### src/timer_pair_pkg.sv
// Purpose: Shared constants and types for the dual timer/counter block.
// Assumes: APB byte addresses, one aligned 32-bit word per register.
// Notes: Control and mode registers are eight bits wide in the low lane.
package timer_pair_pkg;

    ////////////////////////////////////////////////////////////////////////////////
    // Register map.
    localparam logic [7:0] ADDR_CONTROL = 8'h00;
    localparam logic [7:0] ADDR_MODE = 8'h04;
    localparam logic [7:0] ADDR_LOW_ZERO = 8'h08;
    localparam logic [7:0] ADDR_HIGH_ZERO = 8'h0c;
    localparam logic [7:0] ADDR_LOW_ONE = 8'h10;
    localparam logic [7:0] ADDR_HIGH_ONE = 8'h14;

    localparam logic [7:0] CONTROL_RESET = 8'h00;
    localparam logic [7:0] MODE_RESET = 8'h00;
    localparam logic [7:0] COUNT_RESET = 8'h00;

    ////////////////////////////////////////////////////////////////////////////////
    // Control register fields.
    localparam int BIT_OVF_ONE = 7;
    localparam int BIT_RUN_ONE = 6;
    localparam int BIT_OVF_ZERO = 5;
    localparam int BIT_RUN_ZERO = 4;
    localparam int BIT_EXT_FLAG_ONE = 3;
    localparam int BIT_EXT_TYPE_ONE = 2;
    localparam int BIT_EXT_FLAG_ZERO = 1;
    localparam int BIT_EXT_TYPE_ZERO = 0;

    // Mode register fields, per nibble; unit one sits in the upper nibble.
    localparam int NIBBLE_ONE = 4;
    localparam int BIT_QUALIFY = 3;
    localparam int BIT_COUNTER_SELECT = 2;
    localparam int BIT_MODE_HIGH = 1;
    localparam int BIT_MODE_LOW = 0;

    typedef enum logic [1:0] {
        MODE_13BIT = 2'b00,
        MODE_16BIT = 2'b01,
        MODE_RELOAD = 2'b10,
        MODE_SPLIT = 2'b11
    } count_mode_type;

    ////////////////////////////////////////////////////////////////////////////////
    // Machine cycle: six states of one CPU clock each.
    localparam int MACHINE_CLOCKS = 6;

    typedef enum logic [2:0] {
        ST_S1 = 3'h0,
        ST_S2 = 3'h1,
        ST_S3 = 3'h2,
        ST_S4 = 3'h3,
        ST_S5 = 3'h4,
        ST_S6 = 3'h5
    } machine_state_type;

    localparam logic [3:0] PIN_IDLE = 4'hf;

endpackage

### src/pin_sample_if.sv
// Purpose: Carries sampled pin levels and edges from the sampler to the core.
// Assumes: One strobe per machine cycle from the core.
// Notes: Edge and level fields hold from one sample to the next.
`timescale 1ns/100ps
interface pin_sample_if;
    logic sampleStb;
    logic fresh;
    logic [1:0] countFall;
    logic [1:0] irqLevel;
    logic [1:0] irqFall;

    modport producer(input sampleStb, output fresh, countFall, irqLevel, irqFall);
    modport consumer(output sampleStb, input fresh, countFall, irqLevel, irqFall);
endinterface

### src/pin_sampler.sv
// Purpose: Synchronises the count and interrupt pins and samples them per machine cycle.
// Assumes: sampleStb is a one-cycle pulse once per machine cycle.
// Notes: Bits 1:0 are the count pins, bits 3:2 the active-low interrupt pins.
`timescale 1ns/100ps
module pin_sampler (
    // Clock and reset
    input wire logic core_clk,
    input wire logic rst_n,
    // Pins
    input wire logic [1:0] countPin,
    input wire logic [1:0] irqPin_n,
    // Core side
    pin_sample_if.producer smp
);

    logic [3:0] syncA_r;
    logic [3:0] syncB_r;
    logic [3:0] sample_r;
    logic [3:0] prevSample_r;
    logic fresh_r;

    ////////////////////////////////////////////////////////////////////////////////
    // Idle-high reset values keep the first sample from faking a falling edge.
    always_ff @(posedge core_clk or negedge rst_n) begin
        if (!rst_n) begin
            syncA_r <= timer_pair_pkg::PIN_IDLE;
            syncB_r <= timer_pair_pkg::PIN_IDLE;
            sample_r <= timer_pair_pkg::PIN_IDLE;
            prevSample_r <= timer_pair_pkg::PIN_IDLE;
            fresh_r <= 1'b0;
        end else begin
            syncA_r <= {irqPin_n, countPin};
            syncB_r <= syncA_r;
            fresh_r <= smp.sampleStb;
            if (smp.sampleStb) begin
                sample_r <= syncB_r;
                prevSample_r <= sample_r;
            end
        end
    end

    // A level shorter than one machine cycle may fall between two samples and be lost.
    assign smp.countFall = prevSample_r[1:0] & ~sample_r[1:0];
    assign smp.irqFall = prevSample_r[3:2] & ~sample_r[3:2];
    assign smp.irqLevel = sample_r[3:2];
    assign smp.fresh = fresh_r;
endmodule // pin_sampler

### src/timer_pair.sv
// Purpose: Two timer/counter units with shared control/flag and mode registers on APB.
// Assumes: core_clk is the CPU clock; a machine cycle is six core_clk periods.
// Notes: Registers answer with one wait state; unmapped addresses raise pslverr.
// Behaviour
// - Timer function increments once per machine cycle of six CPU clocks.
// - Counter function increments only on a falling edge of its count pin.
// - Count pin sampled once per machine cycle in S5; high then low counts.
// - Counted value appears in S3 of the cycle after detection.
// - Edge recognition spans two machine cycles, so at most clock over twelve.
// - Each unit picks timer or counter function by its own select bit.
// - Two mode bits per unit choose one of four modes.
// - Overflow sets the unit's overflow flag; vectoring to its interrupt clears it.
// - Counting runs while run bit is set and qualify off or pin high.
// - External interrupt events set their flags; servicing the interrupt clears them.
// - Type bits select falling-edge or low-level external interrupt triggering.
// - Mode 0 is a 13-bit counter; rollover to zero sets overflow.
// - Mode 0 is an 8-bit stage fed by a divide-by-32 prescaler.
// - Mode 0 uses high byte and low five bits; upper three untouched.
// - Setting the run bit leaves the count registers unchanged.
// - Mode 1 works like mode 0 but with all sixteen bits.
// - Each unit has its own qualify bit, run bit, flag and pin.
// - Mode 2 low byte counts, reloads from unchanged high byte on overflow.
// - Unit one in mode 3 holds its count as if stopped.
// - Unit zero mode 3: two 8-bit counters, high byte uses unit one's run and flag.
`timescale 1ns/100ps
module timer_pair (
    // Clock and reset
    input wire logic core_clk,
    input wire logic rst_n,
    // APB slave
    input wire logic psel,
    input wire logic penable,
    input wire logic pwrite,
    input wire logic [7:0] paddr,
    input wire logic [31:0] pwdata,
    output logic [31:0] prdata,
    output logic pready,
    output logic pslverr,
    // Pins
    input wire logic countInputZero,
    input wire logic countInputOne,
    input wire logic extIrqPinZero_n,
    input wire logic extIrqPinOne_n,
    // Interrupt controller side: {ovf one, ext one, ovf zero, ext zero}
    input wire logic [3:0] irqVectorAck,
    output logic [3:0] irqRequest
);

    pin_sample_if smp();

    timer_pair_pkg::machine_state_type state_r;
    timer_pair_pkg::machine_state_type stateNxt;
    logic [7:0] control_r;
    logic [7:0] controlNxt;
    logic [7:0] mode_r;
    logic [7:0] lowZero_r;
    logic [7:0] lowZeroNxt;
    logic [7:0] highZero_r;
    logic [7:0] highZeroNxt;
    logic [7:0] lowOne_r;
    logic [7:0] lowOneNxt;
    logic [7:0] highOne_r;
    logic [7:0] highOneNxt;
    logic pready_r;
    logic pslverr_r;
    logic [31:0] prdata_r;
    logic [7:0] readByte;
    logic addrHit;

    pin_sampler sampler (
        .core_clk(core_clk),
        .rst_n(rst_n),
        .countPin({countInputOne, countInputZero}),
        .irqPin_n({extIrqPinOne_n, extIrqPinZero_n}),
        .smp(smp)
    );

    ////////////////////////////////////////////////////////////////////////////////
    // Counting step shared by both units: returns {overflow, high, low}.
    function automatic logic [16:0] stepCount(input logic [1:0] mode, input logic [7:0] hi,
                                              input logic [7:0] lo);
        logic [5:0] prescale;
        logic [8:0] hiSum;
        logic [8:0] loSum;
        logic [16:0] full;
        logic [16:0] result;
        prescale = {1'b0, lo[4:0]} + 6'h01;
        hiSum = {1'b0, hi} + {8'h00, prescale[5]};
        loSum = {1'b0, lo} + 9'h001;
        full = {1'b0, hi, lo} + 17'h00001;
        case (mode)
            timer_pair_pkg::MODE_13BIT: begin
                // Five-bit prescaler carries into the 8-bit stage; bits 7:5 are left alone.
                result = {hiSum[8], hiSum[7:0], lo[7:5], prescale[4:0]};
            end
            timer_pair_pkg::MODE_16BIT: begin
                result = full;
            end
            timer_pair_pkg::MODE_RELOAD: begin
                result = {loSum[8], hi, loSum[8] ? hi : loSum[7:0]};
            end
            default: begin
                result = {loSum[8], hi, loSum[7:0]};
            end
        endcase
        return result;
    endfunction

    ////////////////////////////////////////////////////////////////////////////////
    // Machine cycle sequencer.
    always_comb begin
        case (state_r)
            timer_pair_pkg::ST_S1: stateNxt = timer_pair_pkg::ST_S2;
            timer_pair_pkg::ST_S2: stateNxt = timer_pair_pkg::ST_S3;
            timer_pair_pkg::ST_S3: stateNxt = timer_pair_pkg::ST_S4;
            timer_pair_pkg::ST_S4: stateNxt = timer_pair_pkg::ST_S5;
            timer_pair_pkg::ST_S5: stateNxt = timer_pair_pkg::ST_S6;
            default: stateNxt = timer_pair_pkg::ST_S1;
        endcase
    end

    // Sampling in S5 and committing in the next S2 makes edge recognition take two cycles.
    wire commit = (state_r == timer_pair_pkg::ST_S2);
    assign smp.sampleStb = (state_r == timer_pair_pkg::ST_S5);

    ////////////////////////////////////////////////////////////////////////////////
    // Mode register decode.
    wire [1:0] modeZero = mode_r[timer_pair_pkg::BIT_MODE_HIGH:timer_pair_pkg::BIT_MODE_LOW];
    wire [1:0] modeOne = mode_r[timer_pair_pkg::NIBBLE_ONE + timer_pair_pkg::BIT_MODE_HIGH:
                                timer_pair_pkg::NIBBLE_ONE];
    wire qualifyZero = mode_r[timer_pair_pkg::BIT_QUALIFY];
    wire qualifyOne = mode_r[timer_pair_pkg::NIBBLE_ONE + timer_pair_pkg::BIT_QUALIFY];
    wire selectZero = mode_r[timer_pair_pkg::BIT_COUNTER_SELECT];
    wire selectOne = mode_r[timer_pair_pkg::NIBBLE_ONE + timer_pair_pkg::BIT_COUNTER_SELECT];
    wire splitZero = (modeZero == timer_pair_pkg::MODE_SPLIT);
    wire holdOne = (modeOne == timer_pair_pkg::MODE_SPLIT);
    wire runZero = control_r[timer_pair_pkg::BIT_RUN_ZERO];
    wire runOne = control_r[timer_pair_pkg::BIT_RUN_ONE];

    ////////////////////////////////////////////////////////////////////////////////
    // Count enables and events.
    wire enableZero = runZero && (!qualifyZero || smp.irqLevel[0]);
    wire enableOne = runOne && (!qualifyOne || smp.irqLevel[1]) && !holdOne;
    wire eventZero = selectZero ? smp.countFall[0] : 1'b1;
    wire eventOne = selectOne ? smp.countFall[1] : 1'b1;
    wire tickZero = commit && enableZero && eventZero;
    wire tickOne = commit && enableOne && eventOne;
    // In split mode the high byte of unit zero counts machine cycles on unit one's run bit.
    wire tickSplit = commit && splitZero && runOne;

    wire [16:0] stepZero = stepCount(modeZero, highZero_r, lowZero_r);
    wire [16:0] stepOne = stepCount(modeOne, highOne_r, lowOne_r);
    wire [8:0] splitSum = {1'b0, highZero_r} + 9'h001;
    wire ovfZero = tickZero && stepZero[16];
    // Unit one loses its flag to the split high byte and then counts silently.
    wire ovfOne = splitZero ? (tickSplit && splitSum[8]) : (tickOne && stepOne[16]);

    ////////////////////////////////////////////////////////////////////////////////
    // APB decode; the answer comes one cycle after the access phase starts.
    wire apbAccess = psel && penable && pready_r;
    wire apbWrite = apbAccess && pwrite;
    wire wrControl = apbWrite && (paddr == timer_pair_pkg::ADDR_CONTROL);
    wire wrMode = apbWrite && (paddr == timer_pair_pkg::ADDR_MODE);
    wire wrLowZero = apbWrite && (paddr == timer_pair_pkg::ADDR_LOW_ZERO);
    wire wrHighZero = apbWrite && (paddr == timer_pair_pkg::ADDR_HIGH_ZERO);
    wire wrLowOne = apbWrite && (paddr == timer_pair_pkg::ADDR_LOW_ONE);
    wire wrHighOne = apbWrite && (paddr == timer_pair_pkg::ADDR_HIGH_ONE);

    always_comb begin
        readByte = 8'h00;
        addrHit = 1'b1;
        if (paddr == timer_pair_pkg::ADDR_CONTROL) begin
            readByte = control_r;
        end else if (paddr == timer_pair_pkg::ADDR_MODE) begin
            readByte = mode_r;
        end else if (paddr == timer_pair_pkg::ADDR_LOW_ZERO) begin
            readByte = lowZero_r;
        end else if (paddr == timer_pair_pkg::ADDR_HIGH_ZERO) begin
            readByte = highZero_r;
        end else if (paddr == timer_pair_pkg::ADDR_LOW_ONE) begin
            readByte = lowOne_r;
        end else if (paddr == timer_pair_pkg::ADDR_HIGH_ONE) begin
            readByte = highOne_r;
        end else begin
            addrHit = 1'b0;
        end
    end

    ////////////////////////////////////////////////////////////////////////////////
    // Flag handling: software write, then vector clear, then hardware set on top.
    wire typeZero = control_r[timer_pair_pkg::BIT_EXT_TYPE_ZERO];
    wire typeOne = control_r[timer_pair_pkg::BIT_EXT_TYPE_ONE];
    wire extSetZero = smp.fresh && (typeZero ? smp.irqFall[0] : !smp.irqLevel[0]);
    wire extSetOne = smp.fresh && (typeOne ? smp.irqFall[1] : !smp.irqLevel[1]);
    wire [7:0] clearMask = {irqVectorAck[3], 1'b0, irqVectorAck[1], 1'b0,
                            irqVectorAck[2], 1'b0, irqVectorAck[0], 1'b0};
    wire [7:0] setMask = {ovfOne, 1'b0, ovfZero, 1'b0, extSetOne, 1'b0, extSetZero, 1'b0};
    wire [7:0] controlBase = wrControl ? pwdata[7:0] : control_r;

    // A set in the same cycle as a clear keeps the flag.
    assign controlNxt = (controlBase & ~clearMask) | setMask;

    // Writes to the control register never touch the counts.
    assign lowZeroNxt = wrLowZero ? pwdata[7:0] : (tickZero ? stepZero[7:0] : lowZero_r);
    assign highZeroNxt = wrHighZero ? pwdata[7:0] :
                         splitZero ? (tickSplit ? splitSum[7:0] : highZero_r) :
                         (tickZero ? stepZero[15:8] : highZero_r);
    assign lowOneNxt = wrLowOne ? pwdata[7:0] : (tickOne ? stepOne[7:0] : lowOne_r);
    assign highOneNxt = wrHighOne ? pwdata[7:0] : (tickOne ? stepOne[15:8] : highOne_r);

    ////////////////////////////////////////////////////////////////////////////////
    always_ff @(posedge core_clk or negedge rst_n) begin
        if (!rst_n) begin
            state_r <= timer_pair_pkg::ST_S1;
            control_r <= timer_pair_pkg::CONTROL_RESET;
            mode_r <= timer_pair_pkg::MODE_RESET;
        end else begin
            state_r <= stateNxt;
            control_r <= controlNxt;
            if (wrMode) begin
                mode_r <= pwdata[7:0];
            end
        end
    end

    always_ff @(posedge core_clk or negedge rst_n) begin
        if (!rst_n) begin
            lowZero_r <= timer_pair_pkg::COUNT_RESET;
            highZero_r <= timer_pair_pkg::COUNT_RESET;
            lowOne_r <= timer_pair_pkg::COUNT_RESET;
            highOne_r <= timer_pair_pkg::COUNT_RESET;
        end else begin
            lowZero_r <= lowZeroNxt;
            highZero_r <= highZeroNxt;
            lowOne_r <= lowOneNxt;
            highOne_r <= highOneNxt;
        end
    end

    always_ff @(posedge core_clk or negedge rst_n) begin
        if (!rst_n) begin
            pready_r <= 1'b0;
            pslverr_r <= 1'b0;
            prdata_r <= 32'h00000000;
        end else begin
            pready_r <= psel && penable && !pready_r;
            if (psel && penable && !pready_r) begin
                prdata_r <= {24'h000000, readByte};
                pslverr_r <= !addrHit;
            end
        end
    end

    assign prdata = prdata_r;
    assign pready = pready_r;
    assign pslverr = pslverr_r;
    assign irqRequest = {control_r[timer_pair_pkg::BIT_OVF_ONE],
                         control_r[timer_pair_pkg::BIT_EXT_FLAG_ONE],
                         control_r[timer_pair_pkg::BIT_OVF_ZERO],
                         control_r[timer_pair_pkg::BIT_EXT_FLAG_ZERO]};

    wire noWriteZero = !wrLowZero && !wrHighZero;
endmodule // timer_pair

### config.mk
export PLATFORM = sky130hd
export DESIGN_NAME = timer_pair
export DESIGN_NICKNAME = d
export VERILOG_FILES = /design/src/timer_pair_pkg.sv /design/src/pin_sample_if.sv /design/src/pin_sampler.sv /design/src/timer_pair.sv
export SDC_FILE = /design/constraint.sdc
export NUM_CORES = 1
export LEC_CHECK = 0
export BUFFER_PORTS_ARGS = -buffer_cell sky130_fd_sc_hd__buf_2
export CAP_MARGIN = 20
export CORE_MARGIN = 2
export CORE_UTILIZATION = 35
export DETAILED_ROUTE_END_ITERATION = 8
export SETUP_SLACK_MARGIN = 0.3
export SLEW_MARGIN = 20
export SYNTH_ARGS = -nofsm -noshare
export SYNTH_HDL_FRONTEND = slang
export SYNTH_SLANG_ARGS = --single-unit
### constraint.sdc
create_clock -name core_clk -period 2.3 [get_ports core_clk]
set_input_delay 0 -clock core_clk [delete_from_list [all_inputs] [get_ports core_clk]]
set_output_delay 0 -clock core_clk [all_outputs]
set_load 0.02 [all_outputs]
==> flow_summary.json, run 1 <==
{
  "outcome": "completed",
  "critPathSlowestCell": "dfrtp_1",
  "io_pins": 91,
  "hp-class": "in2reg",
  "fp-row-count": 45,
  "die_w_um": 127,
  "cp-startpoint": "highZero_r[1]",
  "hold_depth": 3,
  "drv_cap": 0,
  "portBuffers": 42,
  "dr.max_layer_used": "met4",
  "fin_ws_ns": 0.315,
  "grt-ovfl-total": 0,
  "tightest_slew_ns": 0.611,
  "pre_cts_slack_ns": 0.127,
  "crit_fanout": 8,
  "dp_hpwl_um": 12500,
  "viasPerCell": 5.97,
  "r2r_cells": 6,
  "fin_worst_skew_ns": 0.00728,
  "detailedRoute.firstIterationViolations": 524,
  "seq_area_frac_synth_pct": 37.0,
  "vias": 5144,
  "clk_latency_ns": 0.34,
  "htreeDepth": 3,
  "finalHoldViolCount": 0,
  "core_mm2": 0.0150,
  "max_freq_mhz": 504,
  "r2r_end": "highZero_r[6]",
  "dr_wl_met3_um": 1390,
  "clockRootBuffer": "clkbuf_16",
  "critPathBufInv": 0,
  "clkTransAtPathRegs_ns": 0.06,
  "drtPass1Iterations": 5,
  "synth_edf_count": 0,
  "yosysWarnings": 0,
  "path_cells": "ha_1 > nand3_1 > o21ai_0 > a21boi_0 > a2111oi_0 > o21ai_0",
  "detail_route.wl_per_cell_um": 20.1,
  "fin_crit_ns": 1.98,
  "grt_pass1_wl_um": 27300,
  "critPathRequiredTime_ns": 2.52,
  "drt_wl_total_um": 17300,
  "initial_utilization_pct": 35.5,
  "critical_path.top_delay_family": "compound AO/OA/AOI/OAI gates",
  "maxSlewHeadroom_pct": 58.9,
  "yosysUniqueCellTypes": 80,
  "n_antenna_cell": 0,
  "clk_path_buf_depth": 2,
  "final_nets": 729,
  "cts_tree": "done",
  "final-max-slew-violation-count": 0,
  "drc": 0,
  "crit_path_end_kind": "flip-flop",
  "rrSetupSlack_ns": 0.32,
  "synthToLayoutAreaGrowth_pct": 20.2,
  "grt_setup_unrepaired": "yes",
  "die_area_mm2": 0.0162,
  "drive_gt1_share_pct": 28.6,
  "ir_drop_mv": 0.298,
  "slowest_delay_ns": 0.51,
  "critPathKind": "reg2reg",
  "worst_setup_path_start_kind": "flip-flop",
  "grt_pass1_vias": 4966,
  "rr_startpoint": "highZero_r[1]",
  "setup-violations-final": 0,
  "fin_util_pct": 42.6,
  "syn_area_mm2": 0.00533,
  "finalCritPeriodShare_pct": 86.3,
  "syn_avg_cell_area_um2": 8.93,
  "grt.total_usage_pct": 21.6,
  "gp_congestion": 0.924,
  "cts_buffers": 9,
  "wl_met2_um": 7680,
  "clock-sinks": 78,
  "antenna_found_initial": 0,
  "cp.depth": 6,
  "fill_cells": 1430,
  "wl_met1_um": 7610,
  "p_leak_nw": 2.52,
  "arrival_ns": 2.20,
  "syn_inst": 597,
  "cellPowerDensity_mw_per_mm2": 489,
  "critPathCapture": "highZero_r[6]",
  "ant_nets": 0,
  "synthFlopType": "dfrtp_1",
  "cp_common_cell": "o21ai_0",
  "grt_max_degree": 46,
  "ys_seq_elements": 78,
  "synth-async-reset-ratio_pct": 100,
  "fp.dieH_um": 127,
  "fin_tns_setup_ns": 0
}
[metal layers]
metal | GRT usage (%) | up-vias
met5 | 0 | -
met4 | 9.89 | 0
met1 | 30.6 | 2467
li1 | - | 2358
met2 | 32.5 | 270
met3 | 3.39 | 49
[metrics by stage]
step | std cells | cell area, µm² | hold WS, ns | power, mW
final | 862 | 6410 | 0.00234 | 3.13
after global routing | 862 | 6410 | 0.0106 | 3.26
after CTS | 854 | 6230 | 0.00303 | 3.14
after detailed placement | 826 | 5820 | 0.0514 | 1.83
after global placement | 826 | 5820 | 0.0382 | 1.82
after floorplan | 620 | 5430 | -0.296 | 1.70
[final cells by class]
class                           instances  area [µm²]  area share (%)
Clock buffer                           12         236            3.69
Inverter                               12        45.0           0.703
Clock inverter                          4        25.0           0.390
Tap cell                              188         235            3.67
Timing Repair Buffer                  104         698            10.9
Sequential cell                        78        1980            30.9
Multi-Input combinational cell        464        3190            49.8
[worst reg2reg max path: cells and delay by family (launching register included)]
kind,cells,cell delay [ns]
AND/OR/NAND/NOR,1,0.16
AO/OA/AOI/OAI,4,0.86
flip-flops,1,0.51
adder cells (fa/ha/maj),1,0.34
[how the worst min path moves through the flow]
| stage | slack [ns] | from | end |
|---|---|---|---|
| after detailed placement | 0.05 | rst_n | lowZero_r[7] |
| after floorplan | -0.30 | rst_n | control_r[0] |
| final | 0.002 | pwdata[6] | highZero_r[6] |
| after global placement | 0.04 | rst_n | lowZero_r[7] |
| after global routing | 0.01 | pwdata[2] | lowZero_r[2] |
| after CTS | 0.003 | pwdata[6] | highZero_r[6] |
[power by group]
group / total, mW / switching [mW] / leakage [nW] / internal [mW]
clock network: 1.30 / 0.572 / 0.123 / 0.728
logic: 0.362 / 0.238 / 1.50 / 0.125
registers: 1.47 / 0.0436 / 0.896 / 1.43
total: 3.13 / 0.853 / 2.52 / 2.28
[cells in the mapped netlist (16+ instances only)]
| cell | instances | area, µm² |
|---|---|---|
| nand4_1 | 16 | 100 |
| dfstp_2 | 16 | 420 |
| nand3_1 | 24 | 120 |
| nor2_1 | 27 | 101 |
| nand2_1 | 51 | 191 |
| buf_4 | 31 | 233 |
| clkbuf_1 | 29 | 109 |
| o22ai_1 | 17 | 106 |
| a21oi_1 | 35 | 175 |
| dfrtp_1 | 62 | 1550 |
| a211oi_1 | 16 | 120 |
| o21ai_0 | 36 | 180 |
| mux2_2 | 18 | 203 |
[timing repair]
action | CTS | global route
buffers inserted | 3 | 7
gates cloned | 0 | 1
resized for setup | 9 | 29
setup endpoints to repair | 9 | 24
pin swaps | 1 | 11
hold buffers | 9 | 0
hold endpoints to repair | 35 | 0
[cells by family (layout without fill, tap and decap cells)]
family	after synthesis	count (layout)	synth area share [%]
buf+inv	78	132	7.84
compound gates	184	184	23.9
other cells	1	24	0.0703
fa+ha+maj	7	7	1.64
mux	26	26	5.30
flops	78	78	37.0
simple gates	209	209	21.9
xor+xnor	14	14	2.30
[flip-flops by register name (all words and copies together), names as in the netlist, 3 cells and up]
name and flops:
mode_r 8, state_r 3, sampler.syncA_r 4, sampler.sample_r 4, sampler.prevSample_r 4, highZero_r 8, control_r 8, lowZero_r 8
lowOne_r 8, sampler.syncB_r 4, highOne_r 8, prdata 8
[cell usage in the layout, fill, tap and decap left out, types with 12 or more instances in the layout]
| cell type | instances |
|---|---|
| a21oi_1 | 33 |
| dfstp_2 | 16 |
| conb_1 | 24 |
| nor3_1 | 12 |
| buf_2 | 42 |
| o21ai_0 | 35 |
| mux2_2 | 18 |
| nand3_1 | 22 |
| nor2_1 | 24 |
| a211oi_1 | 14 |
| nand4_1 | 16 |
| o22ai_1 | 17 |
| buf_4 | 53 |
| dfrtp_1 | 56 |
| nand2_1 | 50 |
No activity file was read; power rests on OpenSTA's default activity.
==> run 2: changes to the inputs <==
==> constraint.sdc (replaced) <==
create_clock -name core_clk -period 2.3 [get_ports core_clk]
set_input_delay 0.23 -clock core_clk [delete_from_list [all_inputs] [get_ports core_clk]]
set_output_delay 0.23 -clock core_clk [all_outputs]
set_load 0.02 [all_outputs]
==> run 2 against run 1 <==
Net effect: via count up 1.2%; largest power group is now the clock network; cell count fell by 0.35%; hold slack gained 0.057 ns; cell area grew 0.64%; register-to-register slack about the same; setup slack improved by 0.0075 ns; global-route usage grew 0.59 points; critical path type unchanged; sequential share of layout area shrank 0.16 points; combinational power about the same; sequential cell count unchanged; critical path depth grew 3; fmax is 0.38% higher.
==> flow_summary.json, run 2 (synthesized netlist as in run 1, its figures left out) <==
{
  "rrSetupSlack_ns": 0.32,
  "vias": 5208,
  "cts_tree": "done",
  "crit_path_end_kind": "flip-flop",
  "fin_worst_skew_ns": 0.0127,
  "placed_cells_incl_taps": 830,
  "antenna_found_initial": 0,
  "p_leak_nw": 2.55,
  "critPathSlowestCell": "dfrtp_1",
  "rr_startpoint": "lowOne_r[0]",
  "core_mm2": 0.0150,
  "synthToLayoutAreaGrowth_pct": 21.0,
  "grt.total_usage_pct": 22.2,
  "critical_path.top_delay_family": "simple AND/OR/NAND/NOR gates",
  "p_comb_share_pct": 10.8,
  "clk_path_buf_depth": 2,
  "dp_hpwl_um": 12700,
  "drv_cap": 0,
  "max_freq_mhz": 506,
  "cts_buffers": 9,
  "worstHoldStart": "irqVectorAck[2]",
  "holdWs_ns": 0.0592,
  "final_cells": 859,
  "hp-class": "in2reg",
  "ant_nets": 0,
  "path_cells": "nand3_2 > nor2_4 > ha_1 > ha_1 > nand2b_1 > o31ai_2 > a22oi_2 > nor3_1 > or3_1",
  "drive_gt1_share_pct": 30.1,
  "pwr-share-clk_pct": 45.1,
  "portBuffers": 42,
  "critPathRequiredTime_ns": 2.53,
  "initial_utilization_pct": 35.5,
  "ir_drop_mv": 0.327,
  "cellPowerDensity_mw_per_mm2": 516,
  "cp_common_cell": "ha_1",
  "fp.dieH_um": 127,
  "clk_latency_ns": 0.35,
  "layout_commonest_cell": "dfrtp_1",
  "drtPass1Iterations": 5,
  "hold_depth": 2,
  "hold_end": "control_r[3]",
  "worst_setup_path_start_kind": "flip-flop",
  "finalCritPeriodShare_pct": 86.0,
  "clkTransAtPathRegs_ns": 0.07,
  "die_area_mm2": 0.0162,
  "drt_wl_total_um": 17800,
  "switching_share_pct": 27.9,
  "io_pins": 91,
  "final_nets": 726,
  "fp-row-count": 45,
  "clock-sinks": 78,
  "grt_pass1_wl_um": 28000,
  "grt-ovfl-total": 0,
  "critPathKind": "reg2reg",
  "critPathBufInv": 0,
  "layout_common_cells": "dfrtp_1 (54), buf_4 (53), nand2_1 (49)",
  "fin_crit_ns": 1.98,
  "internal_power_mw": 2.40,
  "die_w_um": 127,
  "detailedRoute.firstIterationViolations": 438,
  "r2r_cells": 9,
  "fin_tns_setup_ns": 0,
  "crit_fanout": 4,
  "maxSlewHeadroom_pct": 66.6,
  "setup-violations-final": 0,
  "r2r_end": "control_r[7]",
  "outcome": "completed",
  "final-max-slew-violation-count": 0,
  "drc": 0,
  "gp_congestion": 0.910,
  "arrival_ns": 2.21,
  "htreeDepth": 3,
  "grt_pass1_vias": 4941,
  "tightest_slew_ns": 0.501,
  "grt_max_degree": 79,
  "clockRootBuffer": "clkbuf_16",
  "n_antenna_cell": 0,
  "detail_route.wl_per_cell_um": 20.7,
  "p_sw_uw": 927,
  "grt_setup_unrepaired": "yes",
  "viasPerCell": 6.06,
  "slowest_delay_ns": 0.42,
  "finalHoldViolCount": 0,
  "seqPwrFrac_pct": 44.1
}
-- run 2: worst max path at each step --
stage | slack (ns) | cells past startpoint | end | from
after detailed placement | 0.07 | 8 | highZero_r[7] | lowZero_r[0]
after CTS | 0.31 | 6 | highZero_r[6] | mode_r[0]
after floorplan | 0.19 | 6 | control_r[7] | paddr[5]
after global placement | 0.15 | 8 | highZero_r[7] | lowZero_r[0]
after global routing | 0.23 | 8 | highZero_r[5] | lowZero_r[1]
final | 0.32 | 9 | control_r[7] | lowOne_r[0]
-- run 2: worst register-to-register path, stage by stage (launching register included) --
cell      delay [ns]
dfrtp_1         0.42
nand3_2         0.12
nor2_4          0.06
ha_1            0.21
ha_1            0.19
nand2b_1        0.09
o31ai_2         0.11
a22oi_2         0.19
nor3_1          0.08
or3_1           0.38
-- run 2: repair_timing --
action,4_1_cts,5_1_grt
pin swaps,1,1
endpoints found under the setup margin,13,20
hold buffers,5,0
resized for setup,13,30
endpoints found under the hold margin,66,0
buffers inserted,3,5
-- run 2: cell type report --
| type | instances | area (µm²) |
|---|---|---|
| Multi-Input combinational cell | 464 | 3190 |
| Inverter | 12 | 48.8 |
| Tap cell | 188 | 235 |
| Fill cell | 1465 | 8580 |
| Clock inverter | 7 | 80.1 |
| Sequential cell | 78 | 1980 |
| Clock buffer | 9 | 225 |
| Timing Repair Buffer | 101 | 693 |
-- run 2: power by group through the flow --
| stage | sequential, mW | combinational, mW | clock (mW) |
|---|---|---|---|
| after global routing | 1.47 | 0.391 | 1.59 |
| after global placement | 1.49 | 0.335 | 0 |
| after CTS | 1.46 | 0.353 | 1.52 |
| after floorplan | 1.50 | 0.199 | 0 |
| after detailed placement | 1.49 | 0.341 | 0 |
| final | 1.47 | 0.360 | 1.50 |
-- run 2: metal layers --
metal / up-vias / track usage, % / part of all wire (%)
li1: 2345 / - / -
met1: 2534 / 32.0 / 45
met2: 288 / 32.9 / 43
met3: 41 / 3.56 / 8.7
met4: 0 / 9.76 / 3.1
met5: - / 0 / 0
-- run 2: stage by stage --
stage	power, mW	area [µm²]	util, %	setup slack (ns)
CTS	3.34	6300	41.9	0.305
global route	3.45	6450	42.9	0.229
floorplan	1.70	5430	-	0.186
detailed placement	1.83	5880	39.1	0.0734
finish	3.33	6450	42.9	0.323
global placement	1.82	5880	39.1	0.146
==> run 3: changes to the inputs <==
==> constraint.sdc (replaced) <==
create_clock -name core_clk -period 1.6 [get_ports core_clk]
set_input_delay 0.16 -clock core_clk [delete_from_list [all_inputs] [get_ports core_clk]]
set_output_delay 0.16 -clock core_clk [all_outputs]
set_load 0.02 [all_outputs]
==> run 3 against run 2 <==
Net effect: the flow now finishes with violations (setup timing); cell area grew 36%; non-clock buffer count grew 172; count of clock-buffer cells in the layout grew 2; critical path type unchanged.
==> flow_summary.json, run 3 (synthesized netlist as in run 1, its figures left out) <==
{
  "top_usage_layer": "met2",
  "final-max-slew-violation-count": 0,
  "holdWs_ns": 0.0242,
  "die_w_um": 127,
  "cellPowerDensity_mw_per_mm2": 571,
  "drc": 0,
  "gr-usage-met3_pct": 3.73,
  "finalCritPeriodShare_pct": 116,
  "p_leak_nw": 3.72,
  "core_mm2": 0.0150,
  "layout_common_cells": "buf_4 (170), dfrtp_1 (56), buf_6 (51)",
  "fill_cells": 1267,
  "outcome": "finished with violations",
  "n_antenna_cell": 0,
  "setup-violations-final": 35,
  "final_nets": 898,
  "path_cells": "buf_6 > nand4_1 > buf_6 > nor3_4 > buf_6 > buf_12 > a31oi_1 > o21ai_1 > a31oi_1",
  "fin_crit_ns": 1.85,
  "finalHoldViolCount": 0,
  "fp-row-count": 45,
  "gp_congestion": 0.931,
  "drv_cap": 0,
  "cts_buffers": 9,
  "violations": "setup timing",
  "grt_pass1_vias": 5880,
  "drive_gt1_share_pct": 55.0,
  "detail_route.wl_per_cell_um": 21.0,
  "ir_drop_mv": 0.598,
  "slowest_delay_ns": 0.39,
  "grt.total_usage_pct": 26.6,
  "initial_utilization_pct": 35.5,
  "clkTransAtPathRegs_ns": 0.06,
  "hp-class": "in2reg",
  "ant_nets": 0,
  "total_power_mw": 5.01,
  "die_area_mm2": 0.0162,
  "critPathKind": "reg2reg",
  "synthToLayoutAreaGrowth_pct": 64.5,
  "grt_pass1_wl_um": 33300,
  "critical_path.top_delay_family": "buffers and inverters",
  "fin_worst_skew_ns": 0.00921,
  "grt_setup_unrepaired": "yes",
  "cts_tree": "done",
  "final_cells": 1031,
  "grtUsageMet2_pct": 40.5,
  "cp_common_cell": "buf_6",
  "drtPass1Iterations": 5,
  "worst_setup_path_start_kind": "flip-flop",
  "detailedRoute.firstIterationViolations": 552,
  "grt_max_degree": 37,
  "vias": 6018,
  "critPathSlowestCell": "dfrtp_1",
  "fin_ws_ns": -0.252,
  "clk_latency_ns": 0.35,
  "clock-sinks": 78,
  "maxSlewHeadroom_pct": 65.5,
  "fp.dieH_um": 127,
  "arrival_ns": 2.07,
  "max_freq_mhz": 540,
  "crit_fanout": 8,
  "critPathRequiredTime_ns": 1.82,
  "crit_path_end_kind": "flip-flop",
  "htreeDepth": 3,
  "critPathBufInv": 4,
  "clk_path_buf_depth": 2,
  "viasPerCell": 5.84,
  "io_pins": 91,
  "portBuffers": 42,
  "clockRootBuffer": "clkbuf_16",
  "placed_cells_incl_taps": 970,
  "grtUsageMet1_pct": 38.3,
  "layout_commonest_cell": "buf_4",
  "drt_wl_total_um": 21700,
  "antenna_found_initial": 0,
  "tightest_slew_ns": 0.518,
  "dp_hpwl_um": 15400,
  "grt-ovfl-total": 0
}
run 3: cell count changes in the layout (fill, tap and decap cells not counted), sizes merged:
cell,before,now
clkbuf,9,11
clkinvlp,3,2
inv,13,12
dlygate4sd3,5,7
buf,96,266
run 3: worst paths after layout:
kind | start | endpoint | slack [ns] | depth (start not counted)
max | lowOne_r[4] | lowOne_r[3] | -0.25 | 9
min | irqVectorAck[1] | control_r[5] | 0.02 | 2
max in group asynchronous | rst_n | sampler.sample_r[3] | 0.69 | 3
max reg2reg | lowOne_r[4] | lowOne_r[3] | -0.25 | 9
min reg2reg | sampler.syncA_r[1] | sampler.syncB_r[1] | 0.35 | 0
min in group asynchronous | rst_n | lowOne_r[0] | 0.32 | 2
run 3: stage by stage:
step	instance area (µm²)	util, %	TNS (ns)	setup WS, ns
5_1_grt	8770	58.4	-8.54	-0.365
6_report	8770	58.4	-5.53	-0.252
3_3_place_gp	7200	47.9	-10.90	-0.395
4_1_cts	8250	54.8	-5.37	-0.235
2_1_floorplan	5730	-	-4.87	-0.444
3_5_place_dp	7200	47.9	-12.18	-0.353
run 3: cell type report:
type	instances	area [µm²]	area share [%]
Inverter	12	46.3	0.528
Tap cell	188	235	2.68
Timing Repair Buffer	273	2240	25.5
Sequential cell	78	1980	22.6
Clock inverter	5	58.8	0.670
Multi-Input combinational cell	464	3970	45.3
Clock buffer	11	243	2.77
run 3: power by group:
group / internal, mW / total (mW) / switching [mW]
Sequential: 2.05 / 2.10 / 0.0539
Clock: 1.26 / 2.15 / 0.899
Combinational: 0.323 / 0.754 / 0.431
Total: 3.63 / 5.01 / 1.38
run 3: layer usage:
layer  vias up  wire (µm)
li1       2708          -
met3        52       1430
met2       274       9810
met4         0        659
met5         -          0
met1      2984       9800
run 3: repair_timing:
action                                  4_1_cts  5_1_grt
endpoints found under the setup margin       64       66
buffers inserted                             22       16
endpoints found under the hold margin        30        0
gates resized for setup                     110       86
pin swaps                                    50       57
hold buffers                                  7        0
